File: config.mk
export PLATFORM = sky130hd
export DESIGN_NAME = mem_policy
export DESIGN_NICKNAME = d
export VERILOG_FILES = /design/src/pkg/mem_policy_pkg.sv /design/src/design/mem_policy.sv
export VERILOG_INCLUDE_DIRS = /design/src /design/src/pkg
export SDC_FILE = /design/constraint.sdc
export NUM_CORES = 1
export LEC_CHECK = 0
export ABC_AREA = 1
export BUFFER_PORTS_ARGS = -buffer_cell sky130_fd_sc_hd__buf_2
export CAP_MARGIN = 40
export CORE_AREA = 5 5 71 73
export DETAILED_ROUTE_END_ITERATION = 10
export DIE_AREA = 0 0 76 78
export GPL_TIMING_DRIVEN = 0
export PLACE_DENSITY = 0.79
export SETUP_SLACK_MARGIN = 0.05
export SYNTH_ARGS = -nofsm -noshare
export SYNTH_HDL_FRONTEND = slang
export SYNTH_SLANG_ARGS = --single-unit
File: constraint.sdc
create_clock -name pclk -period 3 [get_ports pclk]
set_input_delay 0.3 -clock pclk [delete_from_list [all_inputs] [get_ports pclk]]
set_output_delay 0.3 -clock pclk [all_outputs]
set_load 0.005 [all_outputs]
File: src/pkg/mem_policy_params.svh
// Purpose: Offsets, field positions and reset values of the memory policy unit.
// Assumes: APB byte addresses, one aligned 32-bit word per register.
// Notes:   Definitions only.
`ifndef MEM_POLICY_PARAMS_SVH
`define MEM_POLICY_PARAMS_SVH

`define MP_CTRL_OFFSET      12'h000
`define MP_ACTIVE_OFFSET    12'h004
`define MP_STATUS_OFFSET    12'h008

`define MP_CTRL_UNALIGN_BIT 0
`define MP_CTRL_DC_BIT      1
`define MP_CTRL_IC_BIT      2
`define MP_CTRL_DFAULT_BIT  3
`define MP_CTRL_SPERR_BIT   4
`define MP_CTRL_WIDTH       5

`define MP_ACTIVE_DC_BIT    0
`define MP_ACTIVE_IC_BIT    1
`define MP_ACTIVE_WIDTH     2

`define MP_STATUS_CLASS_LSB 0
`define MP_STATUS_CLASS_MSB 2
`define MP_STATUS_SYNC_BIT  3
`define MP_STATUS_CPMISS_BIT 4
`define MP_STATUS_RAZ_BIT   5

`define MP_CTRL_RESET       5'h00
`define MP_ACTIVE_RESET     2'h0
`define MP_STATUS_RESET     6'h00

`endif

File: src/pkg/mem_policy_pkg.sv
// Purpose: Types shared by the memory policy unit.
// Assumes: Nothing beyond the parameter header.
// Notes:   Fault class codes are fixed binary values.
package mem_policy_pkg;

  typedef enum logic [2:0] {
    fault_none_type      = 3'b000,
    fault_memmanage_type = 3'b001,
    fault_bus_type       = 3'b010,
    fault_secure_type    = 3'b011,
    fault_usage_type     = 3'b100
  } fault_class_type;

endpackage

File: src/design/mem_policy.sv
// Purpose: Sorts memory faults into classes, sets bus fault timing and decides cache,
//          exclusive and merge attributes for one access per cycle.
// Assumes: All access inputs come from logic on pclk; APB slave with zero wait states.
// Notes:   Decisions are registered and appear one cycle after the access is presented.
// Contract
// [RL1] Poisoned AXI read data raises a bus fault.
// [RL2] Peripheral AHB error equals AXI slave error.
// [RL3] Gate-rejected load or store: synchronous bus fault.
// [RL4] Gate-rejected slave port access gets error response.
// [RL5] Slave port write abort only from memory errors.
// [RL6] Fetches, loads, listed stores, ECC: synchronous.
// [RL7] Other stores, dirty linefills, eviction ECC: asynchronous.
// [RL8] Blocked debugger access: error, no secure fault.
// [RL9] Debug protection bit follows security attribution.
// [RL10] Trap bit or unsupported instruction: unaligned fault.
// [RL11] Unaligned Device access raises unaligned fault.
// [RL12] Vector element misalignment raises unaligned fault.
// [RL13] Missing coprocessor raises the coprocessor fault.
// [RL14] Allocate only for Normal cacheable regions.
// [RL15] Data: shareable uncached; needs enable and active.
// [RL16] Fetches cached regardless of shareability when enabled.
// [RL17] Unified cache: code region reads, data bits.
// [RL18] Store hitting unified line invalidates it.
// [RL19] Only shareable exclusives marked exclusive on bus.
// [RL20] Shared exclusives use internal and external monitor.
// [RL21] Merge Normal accesses, never Device ones; the code still merges Device accesses of vector micro-ops.
// [RL22] Interconnect must not merge Device accesses.
// [RL23] Vector micro-op may merge Device accesses.
// [RL24] Gate-failed read, faults disabled: zero, writes ignored.
// [RL25] One fault class plus a synchronous flag.
//
// The APB register port and the address map were chosen for this implementation.
`timescale 1ns/100ps
`include "mem_policy_params.svh"

module mem_policy (
  input  wire logic                             pclk,
  input  wire logic                             presetn,
  input  wire logic                             psel,
  input  wire logic                             penable,
  input  wire logic                             pwrite,
  input  wire logic [11:0]                      paddr,
  input  wire logic [31:0]                      pwdata,
  output logic      [31:0]                      prdata,
  output logic                                  pready,
  output logic                                  pslverr,
  input  wire logic                             acc_valid,
  input  wire logic                             acc_fetch,
  input  wire logic                             acc_store,
  input  wire logic                             acc_vector,
  input  wire logic                             acc_stacking,
  input  wire logic                             acc_exclusive,
  input  wire logic                             acc_unaligned,
  input  wire logic                             acc_elem_misaligned,
  input  wire logic                             acc_no_unaligned_instr,
  input  wire logic                             acc_device,
  input  wire logic                             acc_normal_cacheable,
  input  wire logic                             acc_shareable,
  input  wire logic                             acc_code_region,
  input  wire logic                             acc_priv_periph,
  input  wire logic                             acc_priv_violation,
  input  wire logic                             acc_merge_req,
  input  wire logic                             acc_ucache_hit,
  input  wire logic                             gate_reject,
  input  wire logic                             protection_fault,
  input  wire logic                             attribution_fault,
  input  wire logic                             coproc_access,
  input  wire logic                             coproc_present,
  input  wire logic                             axi_slave_error,
  input  wire logic                             axi_decode_error,
  input  wire logic                             axi_read_poison,
  input  wire logic                             main_ahb_error,
  input  wire logic                             periph_ahb_error,
  input  wire logic                             periph_apb_error,
  input  wire logic                             ecc_uncorrectable,
  input  wire logic                             ecc_in_eviction,
  input  wire logic                             dirty_linefill_error,
  input  wire logic                             slave_port_valid,
  input  wire logic                             slave_port_write,
  input  wire logic                             slave_port_gate_reject,
  input  wire logic                             instr_local_mem_error_in,
  input  wire logic                             data_local_mem_error_in,
  input  wire logic                             debug_valid,
  input  wire logic                             debug_attr_blocked,
  input  wire logic                             debug_attr_nonsecure,
  output mem_policy_pkg::fault_class_type       fault_class,
  output logic                                  fault_valid,
  output logic                                  fault_sync,
  output logic                                  fault_cpmiss,
  output logic                                  read_as_zero,
  output logic                                  write_ignore,
  output logic                                  dcache_allocate,
  output logic                                  icache_allocate,
  output logic                                  ucache_allocate,
  output logic                                  ucache_invalidate,
  output logic                                  bus_exclusive,
  output logic                                  external_monitor_use,
  output logic                                  merge_allowed,
  output logic                                  slave_port_error_response,
  output logic                                  slave_port_write_abort,
  output logic                                  debug_error_response,
  output logic                                  debug_prot_nonsecure
);
  import mem_policy_pkg::*;

  logic [`MP_CTRL_WIDTH-1:0]   ctrl_r;
  logic [`MP_ACTIVE_WIDTH-1:0] active_r;
  fault_class_type             class_r;
  fault_class_type             class_nxt;
  logic                        fault_valid_r;
  logic                        sync_r;
  logic                        sync_nxt;
  logic                        cpmiss_r;
  logic                        raz_r;
  logic                        wi_r;
  logic                        dalloc_r;
  logic                        ialloc_r;
  logic                        ualloc_r;
  logic                        uinval_r;
  logic                        bexcl_r;
  logic                        extmon_r;
  logic                        merge_r;
  logic                        sp_err_r;
  logic                        sp_abort_r;
  logic                        dbg_err_r;
  logic                        dbg_ns_r;
  logic [5:0]                  status_r;

  logic unalign_trap;
  logic dc_on;
  logic ic_on;
  logic dfault_en;
  logic sperr_en;
  logic apb_wr;
  logic usage_unaligned;
  logic usage_cpmiss;
  logic gate_data;
  logic bus_err;
  logic bus_fault;
  logic sync_case;
  logic cacheable;

  assign unalign_trap = ctrl_r[`MP_CTRL_UNALIGN_BIT];
  assign dc_on        = ctrl_r[`MP_CTRL_DC_BIT] & active_r[`MP_ACTIVE_DC_BIT];
  assign ic_on        = ctrl_r[`MP_CTRL_IC_BIT] & active_r[`MP_ACTIVE_IC_BIT];
  assign dfault_en    = ctrl_r[`MP_CTRL_DFAULT_BIT];
  assign sperr_en     = ctrl_r[`MP_CTRL_SPERR_BIT];
  assign apb_wr       = psel & penable & pwrite;

  // Register access: no wait states, unmapped addresses answer with an error.
  assign pready = 1'b1;

  always_comb begin
    prdata  = 32'h0000_0000;
    pslverr = 1'b0;
    if (paddr == `MP_CTRL_OFFSET) begin
      prdata[`MP_CTRL_WIDTH-1:0] = ctrl_r;
    end else if (paddr == `MP_ACTIVE_OFFSET) begin
      prdata[`MP_ACTIVE_WIDTH-1:0] = active_r;
    end else if (paddr == `MP_STATUS_OFFSET) begin
      prdata[5:0] = status_r;
    end else begin
      pslverr = psel & penable;
    end
  end

  always_ff @(posedge pclk or negedge presetn) begin
    if (!presetn) begin
      ctrl_r   <= `MP_CTRL_RESET;
      active_r <= `MP_ACTIVE_RESET;
    end else if (apb_wr) begin
      if (paddr == `MP_CTRL_OFFSET) begin
        ctrl_r <= pwdata[`MP_CTRL_WIDTH-1:0];
      end else if (paddr == `MP_ACTIVE_OFFSET) begin
        active_r <= pwdata[`MP_ACTIVE_WIDTH-1:0];
      end
    end
  end

  // Fault sorting for the access presented in this cycle.
  always_comb begin
    usage_unaligned = (acc_unaligned & (unalign_trap | acc_no_unaligned_instr)) // [RL10]
                    | (acc_unaligned & acc_device & ~acc_fetch)                 // [RL11]
                    | (acc_vector & acc_elem_misaligned);                       // [RL12]
    usage_cpmiss    = coproc_access & ~coproc_present;                          // [RL13]
    // Data-side gate rejects fault only with data faults enabled.
    gate_data       = gate_reject & (acc_fetch | dfault_en);                    // [RL3]
    bus_err         = axi_slave_error | axi_decode_error                        // [RL1]
                    | (axi_read_poison & ~acc_store)                            // [RL1]
                    | periph_ahb_error                                          // [RL2]
                    | main_ahb_error | periph_apb_error | ecc_uncorrectable;
    bus_fault       = bus_err | gate_data | dirty_linefill_error
                    | (acc_store & acc_priv_periph & acc_priv_violation)
                    | ((acc_vector | acc_stacking) & acc_store & acc_priv_periph);
    sync_case       = acc_fetch | ~acc_store                                    // [RL6]
                    | gate_data                                                 // [RL6]
                    | (acc_priv_periph & acc_priv_violation)                    // [RL6]
                    | ((acc_vector | acc_stacking) & acc_priv_periph)           // [RL6]
                    | ecc_uncorrectable;                                        // [RL6]
    // Eviction ECC errors and dirty linefill errors are always late.
    if (dirty_linefill_error | (ecc_uncorrectable & ecc_in_eviction)) begin
      sync_case = 1'b0;                                                         // [RL7]
    end
    class_nxt = fault_none_type;
    sync_nxt  = 1'b0;
    // One class per access: protection, attribution, usage, then bus.
    if (protection_fault) begin
      class_nxt = fault_memmanage_type;                                         // [RL25]
      sync_nxt  = 1'b1;
    end else if (attribution_fault) begin
      class_nxt = fault_secure_type;                                            // [RL25]
      sync_nxt  = 1'b1;
    end else if (usage_unaligned | usage_cpmiss) begin
      class_nxt = fault_usage_type;                                             // [RL25]
      sync_nxt  = 1'b1;
    end else if (bus_fault) begin
      class_nxt = fault_bus_type;                                               // [RL25]
      sync_nxt  = sync_case;                                                    // [RL7]
    end
  end

  assign cacheable = acc_normal_cacheable & ~acc_device;

  always_ff @(posedge pclk or negedge presetn) begin
    if (!presetn) begin
      class_r       <= fault_none_type;
      fault_valid_r <= 1'b0;
      sync_r        <= 1'b0;
      cpmiss_r      <= 1'b0;
      raz_r         <= 1'b0;
      wi_r          <= 1'b0;
    end else begin
      class_r       <= acc_valid ? class_nxt : fault_none_type;
      fault_valid_r <= acc_valid & (class_nxt != fault_none_type);
      sync_r        <= acc_valid & sync_nxt;
      cpmiss_r      <= acc_valid & usage_cpmiss & ~protection_fault & ~attribution_fault;
      raz_r         <= acc_valid & gate_reject & ~acc_fetch & ~acc_store & ~dfault_en; // [RL24]
      wi_r          <= acc_valid & gate_reject & ~acc_fetch & acc_store & ~dfault_en;  // [RL24]
    end
  end

  always_ff @(posedge pclk or negedge presetn) begin
    if (!presetn) begin
      dalloc_r <= 1'b0;
      ialloc_r <= 1'b0;
      ualloc_r <= 1'b0;
      uinval_r <= 1'b0;
    end else begin
      dalloc_r <= acc_valid & ~acc_fetch & cacheable & ~acc_shareable & dc_on; // [RL14] [RL15]
      ialloc_r <= acc_valid & acc_fetch & cacheable & ic_on;                   // [RL16]
      ualloc_r <= acc_valid & cacheable & acc_code_region & ~acc_store & dc_on // [RL17]
                & (acc_fetch | ~acc_shareable);                                // [RL17]
      uinval_r <= acc_valid & acc_store & acc_ucache_hit;                      // [RL18]
    end
  end

  always_ff @(posedge pclk or negedge presetn) begin
    if (!presetn) begin
      bexcl_r  <= 1'b0;
      extmon_r <= 1'b0;
      merge_r  <= 1'b0;
    end else begin
      bexcl_r  <= acc_valid & acc_exclusive & acc_shareable;                   // [RL19]
      extmon_r <= acc_valid & acc_exclusive & acc_shareable;                   // [RL20]
      merge_r  <= acc_valid & acc_merge_req & (~acc_device | acc_vector);      // [RL21] [RL23]
    end
  end

  always_ff @(posedge pclk or negedge presetn) begin
    if (!presetn) begin
      sp_err_r   <= 1'b0;
      sp_abort_r <= 1'b0;
    end else begin
      sp_err_r   <= slave_port_valid & slave_port_gate_reject & sperr_en;       // [RL4]
      sp_abort_r <= slave_port_valid & slave_port_write                         // [RL5]
                  & (instr_local_mem_error_in | data_local_mem_error_in);      // [RL5]
    end
  end

  always_ff @(posedge pclk or negedge presetn) begin
    if (!presetn) begin
      dbg_err_r <= 1'b0;
      dbg_ns_r  <= 1'b0;
    end else begin
      dbg_err_r <= debug_valid & debug_attr_blocked;                           // [RL8]
      dbg_ns_r  <= debug_valid ? debug_attr_nonsecure : dbg_ns_r;              // [RL9]
    end
  end

  // Status keeps the most recent fault or read-as-zero/write-ignore access until the next one replaces it.
  always_ff @(posedge pclk or negedge presetn) begin
    if (!presetn) begin
      status_r <= `MP_STATUS_RESET;
    end else if (fault_valid_r | raz_r | wi_r) begin
      status_r <= {raz_r | wi_r, cpmiss_r, sync_r, class_r};
    end
  end

  assign fault_class               = class_r;
  assign fault_valid               = fault_valid_r;
  assign fault_sync                = sync_r;
  assign fault_cpmiss              = cpmiss_r;
  assign read_as_zero              = raz_r;
  assign write_ignore              = wi_r;
  assign dcache_allocate           = dalloc_r;
  assign icache_allocate           = ialloc_r;
  assign ucache_allocate           = ualloc_r;
  assign ucache_invalidate         = uinval_r;
  assign bus_exclusive             = bexcl_r;
  assign external_monitor_use      = extmon_r;
  assign merge_allowed             = merge_r;
  assign slave_port_error_response = sp_err_r;
  assign slave_port_write_abort    = sp_abort_r;
  assign debug_error_response      = dbg_err_r;
  assign debug_prot_nonsecure      = dbg_ns_r;

  // Checks on the registered decisions.
  poison_fault_a: assert property (@(posedge pclk) disable iff (!presetn) // [RL1]
    (acc_valid & axi_read_poison & ~acc_store & ~protection_fault & ~attribution_fault
     & ~acc_unaligned & ~acc_elem_misaligned & ~coproc_access & ~dirty_linefill_error
     & ~ecc_in_eviction)
    |=> (fault_class == fault_bus_type) && fault_sync)
    else $error("poisoned read did not give a synchronous bus fault");

  periph_err_a: assert property (@(posedge pclk) disable iff (!presetn) // [RL2]
    (acc_valid & periph_ahb_error & ~protection_fault & ~attribution_fault
     & ~acc_unaligned & ~acc_elem_misaligned & ~coproc_access)
    |=> fault_valid && (fault_class == fault_bus_type))
    else $error("peripheral bus error not reported as bus fault");

  gate_sync_a: assert property (@(posedge pclk) disable iff (!presetn) // [RL3]
    (acc_valid & gate_reject & dfault_en & acc_store & ~protection_fault & ~attribution_fault
     & ~acc_unaligned & ~acc_elem_misaligned & ~coproc_access & ~dirty_linefill_error
     & ~ecc_uncorrectable)
    |=> (fault_class == fault_bus_type) && fault_sync)
    else $error("gate rejected store was not a synchronous bus fault");

  sp_error_a: assert property (@(posedge pclk) disable iff (!presetn) // [RL4]
    slave_port_error_response |-> $past(slave_port_gate_reject) && $past(sperr_en))
    else $error("slave port error without gate reject");

  sp_abort_a: assert property (@(posedge pclk) disable iff (!presetn) // [RL5]
    slave_port_write_abort |-> $past(slave_port_write)
      && ($past(instr_local_mem_error_in) || $past(data_local_mem_error_in)))
    else $error("write abort without a local memory error");

  late_store_a: assert property (@(posedge pclk) disable iff (!presetn) // [RL7]
    (acc_valid & acc_store & ~acc_fetch & axi_slave_error & ~gate_reject & ~acc_priv_periph
     & ~ecc_uncorrectable & ~protection_fault & ~attribution_fault & ~acc_unaligned
     & ~acc_elem_misaligned & ~coproc_access)
    |=> fault_valid && !fault_sync)
    else $error("plain store bus error was not asynchronous");

  debug_block_a: assert property (@(posedge pclk) disable iff (!presetn) // [RL8]
    (debug_valid & debug_attr_blocked & ~acc_valid)
    |=> debug_error_response && (fault_class != fault_secure_type))
    else $error("blocked debug access mishandled");

  trap_usage_a: assert property (@(posedge pclk) disable iff (!presetn) // [RL10]
    (acc_valid & acc_unaligned & unalign_trap & ~protection_fault & ~attribution_fault)
    |=> fault_class == fault_usage_type)
    else $error("unaligned trap did not raise a usage fault");

  dshare_a: assert property (@(posedge pclk) disable iff (!presetn) // [RL15]
    dcache_allocate |-> !$past(acc_shareable) && $past(dc_on))
    else $error("data allocation for shareable or disabled cache");

  excl_mark_a: assert property (@(posedge pclk) disable iff (!presetn) // [RL19]
    (acc_valid & acc_exclusive) |=> (bus_exclusive == $past(acc_shareable)))
    else $error("exclusive marking does not follow shareability");

  device_merge_a: assert property (@(posedge pclk) disable iff (!presetn) // [RL21]
    merge_allowed |-> (!$past(acc_device) || $past(acc_vector)))
    else $error("device accesses merged outside vector case");

  raz_a: assert property (@(posedge pclk) disable iff (!presetn) // [RL24]
    (read_as_zero || write_ignore) |-> !fault_valid || $past(protection_fault)
      || $past(attribution_fault) || (fault_class != fault_bus_type))
    else $error("read-as-zero access also raised a bus fault");

  bus_late_cov: cover property (@(posedge pclk) disable iff (!presetn)
    fault_valid && (fault_class == fault_bus_type) && !fault_sync);
  cpmiss_cov: cover property (@(posedge pclk) disable iff (!presetn) fault_cpmiss);
  ialloc_cov: cover property (@(posedge pclk) disable iff (!presetn)
    icache_allocate ##1 ucache_invalidate);
  sp_abort_cov: cover property (@(posedge pclk) disable iff (!presetn) slave_port_write_abort);

endmodule

Yosys cells after proc, flatten, opt, wreduce, memory -nomap -nowiden. Cells that the tools add are included.

Register bits: 31. Bits in latches: 0. Memory bits (writable): 0. Memory bits (read-only): 0. Bits of input ports: 88. Output and inout port bits: 53. Word-level logic and storage cells: 133. Memories: 0.

Add/sub/neg operators: 0. $mul: 0. Divide/modulo/power cells: 0. $lt $le $gt $ge: 0. Eq/ne operators: 2. Shift-type cells: 0. Mux-type cells: 18. Bitwise operators: 90. Reductions and logical operators: 4.

Operators by type and width (number): $and A1 B1 Y1 (53); $or A1 B1 Y1 (28); $eq A12 B3 Y1 const B (1); $eq A12 B4 Y1 const B (1); $logic_not A12 Y1 (1); $mux W3 (4); $mux W1 (9); $not A1 Y1 (9); $mux W6 (1); $mux W5 (1); $mux W2 (2); $mux W4 (1); $reduce_and A3 Y1 (1); $reduce_bool A3 Y1 (1); $reduce_and A2 Y1 (1).

Logic depth before layout (Yosys ltp). Gate-level depths: netlist (run 1).

Word-level depth: 17. Mapped depth: 7. Mapped depth without buffers: 7.

Worst setup path after synthesis (run 1). Ideal clock, no wire load.

Path type: in2out. Start: input port paddr[2]. End: output port prdata[0]. Arrival time: 1014 ps. Required time: 2700 ps. Setup slack: 1686 ps. Cell stages on the path: 5. Buffers on the path: 0. Cells stage by stage: inv_1 -> nand4_1 -> nor3_4 -> nand2_1 -> a21oi_1.

Cells in the longest elaborated chain, start to end: 4. Elaborated cells on any way between the ends: 6. Those cells by class: 2 x eq/ne; 3 x mux; 1 x reduce/logical.

RTL lines: from (decl) (line mem_policy.sv:42) `input wire logic [11:0] paddr,`; $eq A12 B4 Y1 (no line); $mux W6 (line mem_policy.sv:160) `` end else if (paddr == `MP_STATUS_OFFSET) begin ``; $mux W2 (line mem_policy.sv:158) `` end else if (paddr == `MP_ACTIVE_OFFSET) begin ``; $mux W5 (*) (line mem_policy.sv:156) `` if (paddr == `MP_CTRL_OFFSET) begin ``; to (decl) (line mem_policy.sv:44) `output logic [31:0] prdata,`.

Mark *: on every way between the ends. The rest lies on a longest branch, timed or not.

Worst setup path after layout (run 1).
Start: input port paddr[0]. End: output port prdata[4].

Cells in the longest elaborated chain, start to end: 4. Elaborated cells on any way between the ends: 6. Those cells by class: 2 x eq/ne; 3 x mux; 1 x reduce/logical.

RTL lines (line): $eq A12 B4 Y1 (no line); $mux W6 (mem_policy.sv:160); $mux W4 (mem_policy.sv:158); $mux W5 (*) (mem_policy.sv:156).

Marked as above.

==> results of run 1 <==
==> placed cells by master, fill, tap and decap left out, types with 3 or more instances in the layout <==
cell,synthesis,layout
conb_1,2,27
mux2_2,6,6
buf_2,0,86
buf_4,28,28
dfrtp_1,31,31
nor2_1,28,28
nand3_1,11,11
o21ai_1,3,3
clkbuf_8,0,5
nand2_2,3,3
a21oi_1,7,7
o21ai_0,5,5
inv_1,23,23
nand2_1,39,39
==> worst max-delay path: stages <==
cell	delay (ns)
buf_2	0.10
inv_1	0.06
nand3_1	0.18
inv_1	0.19
nand3_4	0.16
o21ai_0	0.24
buf_2	0.16
==> layer usage <==
layer  wire length, um  vias to the layer above  global-route usage (%)
met2              2130                       81                    25.9
met3               414                        9                    4.51
met1              1710                      711                    16.7
met4                82                        0                    8.01
li1                  -                      827                       -
met5                 0                        -                       0
==> registers in the layout, summed over array words and instances, names as in the netlist, 2 cells and up <==
signal and count:
ctrl_r 5, fault_class 3, status_r 6, active_r 2
==> report_power, final <==
group | switching [W] | internal, W
Clock | 0.000138 | 0.000154
Sequential | 0.00000633 | 0.000432
Combinational | 0.0000693 | 0.0000753
Total | 0.000213 | 0.000662
==> how the worst max path moves through the flow <==
stage,start,endpoint,slack (ns),depth (start not counted)
floorplan,paddr[2],prdata[0],1.69,5
global placement,paddr[0],prdata[4],1.37,7
detailed placement,paddr[2],prdata[1],1.33,7
CTS,paddr[2],prdata[1],1.33,7
global route,paddr[7],prdata[1],1.23,7
finish,paddr[0],prdata[4],1.32,7
==> kinds of logic (layout without fill, tap and decap cells) <==
kind of cell    after synthesis  after routing  share of synthesized area [%]
compound gates               21             21                           7.31
simple gates                 94             94                           26.3
buf+inv                      51            143                           17.1
other cells                   2             27                          0.434
mux                           6              6                           3.91
flops                        31             31                           44.9
==> per-stage QoR <==
stage          hold WS, ns  cell area (um2)  setup WS, ns  total power, W  util [%]
2_1_floorplan      0.00441             1820          1.69        0.000520         -
3_3_place_gp         0.370             2320          1.37        0.000587      54.0
3_5_place_dp         0.381             2320          1.33        0.000591      54.0
4_1_cts             0.0829             2390          1.33        0.000885      55.7
5_1_grt              0.121             2390          1.23        0.000924      55.7
6_report            0.0645             2390          1.32        0.000875      55.7
==> layout make-up <==
cell class / instances / area [um2]
fill: 415 / 1900
sequential: 31 / 776
multi-input combinational: 148 / 751
timing repair buffer: 86 / 430
buffer: 28 / 210
inverter: 23 / 86.3
clock buffer: 6 / 72.6
tap: 52 / 65.1
==> flow_metrics.env, run 1 <==
export IMPL_outcome="finished clean"
export IMPL_initial_utilization_pct=40.3
export IMPL_power_density_mw_per_mm2=366
export IMPL_postCtsHoldBufs=0
export IMPL_grt_pass1_vias=1710
export IMPL_path_max_fanout=9
export IMPL_slew_viol_final=0
export IMPL_yosysTopAreaCell="dfrtp_1"
export IMPL_hold_viol=0
export IMPL_drc=0
export IMPL_cts_made_buffers=5
export IMPL_synth_common_cells="39 x nand2_1, 31 x dfrtp_1, 28 x buf_4, 28 x nor2_1, 23 x inv_1"
export IMPL_drtIter0Drc=112
export IMPL_root_buffer="clkbuf_8"
export IMPL_final_setup_viol_count=0
export IMPL_ir_worst_vdd_v=0.000171
export IMPL_synth_edf_count=0
export IMPL_cts_max_level=2
export IMPL_yosysMostFrequentCell="nand2_1"
export IMPL_synth_cell_types=25
export IMPL_min_period_ns=1.68
export IMPL_fmax_mhz=596
export IMPL_period_share_pct=56.0
export IMPL_clk_latency_ns=0.28
export IMPL_num_vias=1628
export IMPL_required_ns=2.70
export IMPL_diodes=0
export IMPL_antenna_found_initial=0
export IMPL_cts_sinks=31
export IMPL_netlist_area_leader_share_pct=44.9
export IMPL_dieHeight_um=78
export IMPL_core_mm2=0.00429
export IMPL_clockBufferDepth=2
export IMPL_worstSetupStartpointType="primary input"
export IMPL_grt_start_max_net_pins=32
export IMPL_ant_nets=0
export IMPL_drt_wl_total_um=4330
export IMPL_dp_hpwl_um=3670
export IMPL_async_flop_share_pct=100
export IMPL_synthCells=205
export IMPL_wire_per_inst_um=11.6
export IMPL_dieArea_mm2=0.00593
export IMPL_path_class="in2out"
export IMPL_p_leak_nw=1.51
export IMPL_drive_above_1_share_pct=42.9
export IMPL_arrival_ns=1.38
export IMPL_synth_area_per_cell_um2=8.43
export IMPL_fin_cells=374
export IMPL_setup_tns_ns=0
export IMPL_tightest_slew_ns=0.686
export IMPL_syn2layout_area_growth_pct=38.3
export IMPL_drtPass1Iterations=4
export IMPL_crit_path_end_kind="primary output"
export IMPL_portBuffers=86
export IMPL_min_path_type="in2async"
export IMPL_die_width_um=76
export IMPL_synth_seq_cells=31
export IMPL_clkTransAtPathRegs_ns=0.06
export IMPL_overflow=0
export IMPL_finalClockSkew_ns=0.00501
export IMPL_synth_area_leaders="dfrtp_1 45%, buf_4 12%, nand2_1 8.5%"
export IMPL_reg2reg_depth=6
export IMPL_cts_tree="built"
export IMPL_rsz0062_at_grt="no"
export IMPL_vias_per_cell=4.35
export IMPL_max_slew_margin_pct=54.3
export IMPL_nNetsFinal=411
export IMPL_synthFlopType="dfrtp_1"
export IMPL_ioPinCount=141
export IMPL_cts_setup_buffers=0
export IMPL_cts_resized_gates=0
export IMPL_yosys_warnings=0
export IMPL_setup_reg_to_reg_worst_slack_ns=1.77
export IMPL_timing_rr_start="ctrl_r[0]"
export IMPL_num_rows=24
export IMPL_syn_cell_area_mm2=0.00173
export IMPL_grt_pass1_wl_um=7250
export IMPL_yosysSeqAreaShare_pct=44.9
export IMPL_r2r_end="fault_valid"
export IMPL_place_congestion=0.852
export IMPL_cap_violations=0
export IMPL_grt_usage_pct=15.1
export IMPL_place_inst=368
Note: power is estimated with default switching activity, not from simulation.
==> run 2: changes to the inputs <==
--- a/config.mk
+++ b/config.mk
@@ -9,11 +9,11 @@
 export ABC_AREA = 1
 export BUFFER_PORTS_ARGS = -buffer_cell sky130_fd_sc_hd__buf_2
 export CAP_MARGIN = 40
-export CORE_AREA = 5 5 71 73
+export CORE_AREA = 5 5 73 75
 export DETAILED_ROUTE_END_ITERATION = 10
-export DIE_AREA = 0 0 76 78
+export DIE_AREA = 0 0 78 80
 export GPL_TIMING_DRIVEN = 0
-export PLACE_DENSITY = 0.79
+export PLACE_DENSITY = 0.75
 export SETUP_SLACK_MARGIN = 0.05
 export SYNTH_ARGS = -nofsm -noshare
 export SYNTH_HDL_FRONTEND = slang
==> constraint.sdc (replaced) <==
create_clock -name pclk -period 1.75 [get_ports pclk]
set_input_delay 0.175 -clock pclk [delete_from_list [all_inputs] [get_ports pclk]]
set_output_delay 0.175 -clock pclk [all_outputs]
set_load 0.005 [all_outputs]
==> run 2 against run 1 <==
Against the previous run:
- clock power up 91%
- cell area up 1.2%
- clock skew up 0.0019 ns
==> flow_metrics.env, run 2 (synthesis results as in run 1) <==
export IMPL_reg2reg_depth=6
export IMPL_drtPass1Iterations=4
export IMPL_die_width_um=78
export IMPL_num_vias=1594
export IMPL_hold_start="debug_attr_blocked"
export IMPL_timing_rr_start="ctrl_r[0]"
export IMPL_placed_cell_area_mm2=0.00232
export IMPL_path_max_fanout=7
export IMPL_r2r_end="fault_valid"
export IMPL_largest_reg_flops=6
export IMPL_grt_pass1_wl_um=6960
export IMPL_cap_violations=0
export IMPL_power_density_mw_per_mm2=645
export IMPL_setup_tns_ns=0
export IMPL_worstSetupStartpointType="primary input"
export IMPL_vias_per_cell=4.22
export IMPL_required_ns=1.57
export IMPL_dp_hpwl_um=3730
export IMPL_regArea_um2=776
export IMPL_slew_viol_final=0
export IMPL_postCtsHoldBufs=1
export IMPL_wire_per_inst_um=11.5
export IMPL_drc=0
export IMPL_core_mm2=0.00460
export IMPL_crit_path_end_kind="primary output"
export IMPL_pwr_share_seq_pct=48.2
export IMPL_portBuffers=86
export IMPL_antenna_found_initial=0
export IMPL_p_switching_w=0.000379
export IMPL_clkTransAtPathRegs_ns=0.06
export IMPL_diodes=0
export IMPL_tightest_slew_ns=0.665
export IMPL_p_int_w=0.00118
export IMPL_max_slew_margin_pct=55.7
export IMPL_root_buffer="clkbuf_8"
export IMPL_p_total_w=0.00156
export IMPL_drt_wl_total_um=4350
export IMPL_final_setup_viol_count=0
export IMPL_power_frac_clock_pct=35.8
export IMPL_dieHeight_um=80
export IMPL_multi_input_area_um2=751
export IMPL_hold_viol=0
export IMPL_dieArea_mm2=0.00624
export IMPL_period_share_pct=81.4
export IMPL_outcome="finished clean"
export IMPL_cts_tree="built"
export IMPL_num_rows=25
export IMPL_cts_sinks=31
export IMPL_setup_reg_to_reg_worst_slack_ns=0.51
export IMPL_syn2layout_area_growth_pct=39.9
export IMPL_cts_resized_gates=0
export IMPL_drive_above_1_share_pct=43.2
export IMPL_place_congestion=0.856
export IMPL_final_cell_mix="86 x buf_2, 39 x nand2_1, 31 x dfrtp_1"
export IMPL_fillers=437
export IMPL_grt_pass1_vias=1617
export IMPL_finalClockSkew_ns=0.00695
export IMPL_hold_slack_ns=0.0757
export IMPL_grt_start_max_net_pins=32
export IMPL_power_frac_comb_pct=16.0
export IMPL_ant_nets=0
export IMPL_ir_worst_vdd_v=0.000271
export IMPL_initial_utilization_pct=37.6
export IMPL_ioPinCount=141
export IMPL_arrival_ns=1.25
export IMPL_nNetsFinal=412
export IMPL_grt_usage_pct=14.1
export IMPL_clockBufferDepth=2
export IMPL_path_class="in2out"
export IMPL_mostFrequentLayoutCell="buf_2"
export IMPL_clk_latency_ns=0.28
export IMPL_switching_share_pct=24.3
export IMPL_cts_setup_buffers=0
export IMPL_cts_max_level=2
export IMPL_rsz0062_at_grt="no"
export IMPL_fmax_mhz=702
export IMPL_drtIter0Drc=55
export IMPL_design_area_mm2=0.00242
export IMPL_min_to="debug_error_response"
export IMPL_p_leak_nw=1.52
export IMPL_overflow=0
export IMPL_regMostFlops="status_r"
export IMPL_min_path_type="in2reg"
export IMPL_cts_made_buffers=5
export IMPL_min_path_cells=3
export IMPL_min_period_ns=1.42
## run 2: metal layers
metal | vias up | global-route usage (%) | wire length [um]
met3 | 6 | 4.18 | 451
met5 | - | 0 | 0
met1 | 681 | 16.5 | 1720
met4 | 0 | 6.59 | 75
met2 | 80 | 23.8 | 2100
li1 | 827 | - | -
## run 2: how the worst max path moves through the flow
stage,from,end,slack (ns),depth (start not counted)
after global placement,paddr[2],prdata[0],0.34,7
after CTS,paddr[2],prdata[1],0.32,7
after global routing,paddr[2],prdata[4],0.21,7
final,paddr[2],prdata[0],0.33,7
after detailed placement,paddr[2],prdata[1],0.32,7
after floorplan,paddr[2],prdata[0],0.69,5
## run 2: power groups by stage
stage	clock network, W	registers (W)	logic, W
after floorplan	0	0.000765	0.000127
after global placement	0	0.000764	0.000244
after detailed placement	0	0.000765	0.000247
after CTS	0.000576	0.000751	0.000250
after global routing	0.000601	0.000754	0.000284
final	0.000559	0.000751	0.000249
## run 2: layout make-up
class,count,area share [%]
Sequential cell,31,32.1
Buffer,28,8.69
Tap cell,54,2.79
Inverter,23,3.57
Clock buffer,6,3.41
Clock inverter,1,0.207
Multi-Input combinational cell,148,31.0
Timing Repair Buffer,87,18.2
## run 2: per-stage QoR
stage	cells	setup WS [ns]	util, %
CTS	378	0.318	52.6
floorplan	230	0.686	-
global route	378	0.209	52.6
global placement	370	0.343	50.5
detailed placement	370	0.321	50.5
finish	378	0.326	52.6
## run 2: worst max-delay path, cell delays in order
cell and delay [ns]:
buf_2 0.10, inv_1 0.16, nand4_1 0.17, nor3_4 0.26
nand2_1 0.10, a21oi_1 0.15, buf_2 0.13
==> run 3: changes to the inputs <==
--- a/config.mk
+++ b/config.mk
@@ -9,11 +9,11 @@
 export ABC_AREA = 1
 export BUFFER_PORTS_ARGS = -buffer_cell sky130_fd_sc_hd__buf_2
 export CAP_MARGIN = 40
-export CORE_AREA = 5 5 73 75
+export CORE_AREA = 5 5 77 79
 export DETAILED_ROUTE_END_ITERATION = 10
-export DIE_AREA = 0 0 78 80
+export DIE_AREA = 0 0 82 84
 export GPL_TIMING_DRIVEN = 0
-export PLACE_DENSITY = 0.75
+export PLACE_DENSITY = 0.7
 export SETUP_SLACK_MARGIN = 0.05
 export SYNTH_ARGS = -nofsm -noshare
 export SYNTH_HDL_FRONTEND = slang
==> constraint.sdc (replaced) <==
create_clock -name pclk -period 1.3 [get_ports pclk]
set_input_delay 0.13 -clock pclk [delete_from_list [all_inputs] [get_ports pclk]]
set_output_delay 0.13 -clock pclk [all_outputs]
set_load 0.005 [all_outputs]
==> run 3 against run 2 <==
Against the previous run:
- sequential share of layout area is 1.5 points lower
- critical path depth did not move
- wire length rose by 6.3%
- global-route usage shrank 0.24 points
- worst setup slack worse by 0.27 ns
- clock-buffer cell count did not move
- worst hold slack worse by 0.046 ns
==> flow_metrics.env, run 3 (synthesis results as in run 1) <==
export IMPL_slew_viol_final=0
export IMPL_root_buffer="clkbuf_8"
export IMPL_hold_start="acc_shareable"
export IMPL_place_congestion=0.800
export IMPL_min_period_ns=1.24
export IMPL_setup_tns_ns=0
export IMPL_ioPinCount=141
export IMPL_drt_wl_total_um=4620
export IMPL_final_setup_viol_count=0
export IMPL_antenna_found_initial=0
export IMPL_die_width_um=82
export IMPL_dieArea_mm2=0.00689
export IMPL_vias_per_cell=3.98
export IMPL_p_leak_nw=1.56
export IMPL_clk_latency_ns=0.28
export IMPL_tightest_slew_ns=0.697
export IMPL_final_cell_mix="82 x buf_2, 39 x nand2_1, 31 x buf_4, 31 x dfrtp_1, 27 x conb_1"
export IMPL_finalClockSkew_ns=0.00535
export IMPL_power_density_mw_per_mm2=808
export IMPL_cts_tree="built"
export IMPL_min_path_cells=2
export IMPL_largest_reg_flops=6
export IMPL_min_to="dcache_allocate"
export IMPL_drtIter0Drc=68
export IMPL_crit_chain="buf_2 > nor2_4 > nand2_4 > nor3_4 > nand3_1 > o21ai_1 > buf_2"
export IMPL_dp_hpwl_um=3740
export IMPL_fillers=533
export IMPL_cpPeakStageDelay_ns=0.27
export IMPL_regMostFlops="status_r"
export IMPL_arrival_ns=1.11
export IMPL_nNetsFinal=415
export IMPL_clkTransAtPathRegs_ns=0.06
export IMPL_outcome="finished clean"
export IMPL_period_share_pct=95.5
export IMPL_fmax_mhz=806
export IMPL_r2r_end="fault_valid"
export IMPL_dieHeight_um=84
export IMPL_drive_above_1_share_pct=46.6
export IMPL_diodes=0
export IMPL_overflow=0
export IMPL_ir_worst_vdd_v=0.000299
export IMPL_mostFrequentLayoutCell="buf_2"
export IMPL_cap_violations=0
export IMPL_reg2reg_depth=6
export IMPL_clockBufferDepth=2
export IMPL_drc=0
export IMPL_initial_utilization_pct=32.8
export IMPL_core_mm2=0.00527
export IMPL_grt_start_max_net_pins=32
export IMPL_critPathSlowestCell="nor3_4"
export IMPL_crit_path_end_kind="primary output"
export IMPL_syn2layout_area_growth_pct=46.7
export IMPL_cts_max_level=2
export IMPL_path_max_fanout=7
export IMPL_cp_common_cell="buf_2"
export IMPL_grt_usage_pct=13.9
export IMPL_drtPass1Iterations=4
export IMPL_required_ns=1.17
export IMPL_path_class="in2out"
export IMPL_max_slew_margin_pct=53.6
export IMPL_cts_sinks=31
export IMPL_min_path_type="in2reg"
export IMPL_cts_made_buffers=5
export IMPL_worstSetupStartpointType="primary input"
export IMPL_hold_viol=0
export IMPL_critPathLaunch="paddr[5]"
export IMPL_setup_reg_to_reg_worst_slack_ns=0.14
export IMPL_ant_nets=0
export IMPL_worst_slack_ns=0.0590
export IMPL_num_rows=27
export IMPL_wire_per_inst_um=11.6
export IMPL_grt_pass1_vias=1645
export IMPL_portBuffers=86
export IMPL_grt_pass1_wl_um=7350
export IMPL_hold_slack_ns=0.0300
export IMPL_rsz0062_at_grt="yes"
export IMPL_final_util_pct=48.1
export IMPL_timing_rr_start="ctrl_r[0]"
export IMPL_pre_cts_ws_ns=-0.0357
export IMPL_p_total_w=0.00205
export IMPL_num_vias=1585
==> run 3: worst max-delay path by stage <==
stage,endpoint,slack (ns),depth (start not counted)
2_1_floorplan,status_r[0],0.27,3
3_3_place_gp,prdata[2],-0.02,7
3_5_place_dp,prdata[3],-0.04,7
4_1_cts,prdata[3],0.05,7
5_1_grt,prdata[0],-0.04,7
6_report,prdata[3],0.06,7
==> run 3: critical path: cells and delay by family <==
| kind | cells | cell delay, ns |
|---|---|---|
| compound gates | 1 | 0.12 |
| buf+inv | 2 | 0.26 |
| simple gates | 4 | 0.60 |
==> run 3: power breakdown <==
group | internal (W) | switching, W
sequential | 0.000998 | 0.0000135
combinational | 0.000190 | 0.000175
clock | 0.000356 | 0.000318
==> run 3: what timing repair did <==
| item | 4_1_cts | 5_1_grt |
|---|---|---|
| setup endpoints to repair | 7 | 10 |
| gates resized for setup | 12 | 13 |
| buffers inserted | 1 | 2 |
| hold buffers | 1 | 0 |
| hold endpoints to repair | 31 | 0 |
| pin swaps | 7 | 10 |
==> run 3: metrics by stage <==
stage	area, um2	std cells
6_report	2540	398
5_1_grt	2540	398
4_1_cts	2470	396
3_5_place_dp	2340	388
3_3_place_gp	2340	388
2_1_floorplan	1820	230
==> run 3: area by class of cell <==
cell class	instances	area [um2]	share of cell area, %
flip-flops and latches	31	776	30.6
clock buffers	6	72.6	2.86
multi-input cells	148	812	32.0
inverters	23	88.8	3.50
well taps	72	90.1	3.55
repair buffers	90	488	19.2
plain buffers	28	210	8.28
==> run 3: layer usage <==
layer	track usage [%]	vias to the layer above	share of wire [%]
met1	16.7	669	41
li1	-	834	-
met3	2.70	7	7.4
met4	6.34	0	1.9
met5	0	-	0
met2	23.4	75	50
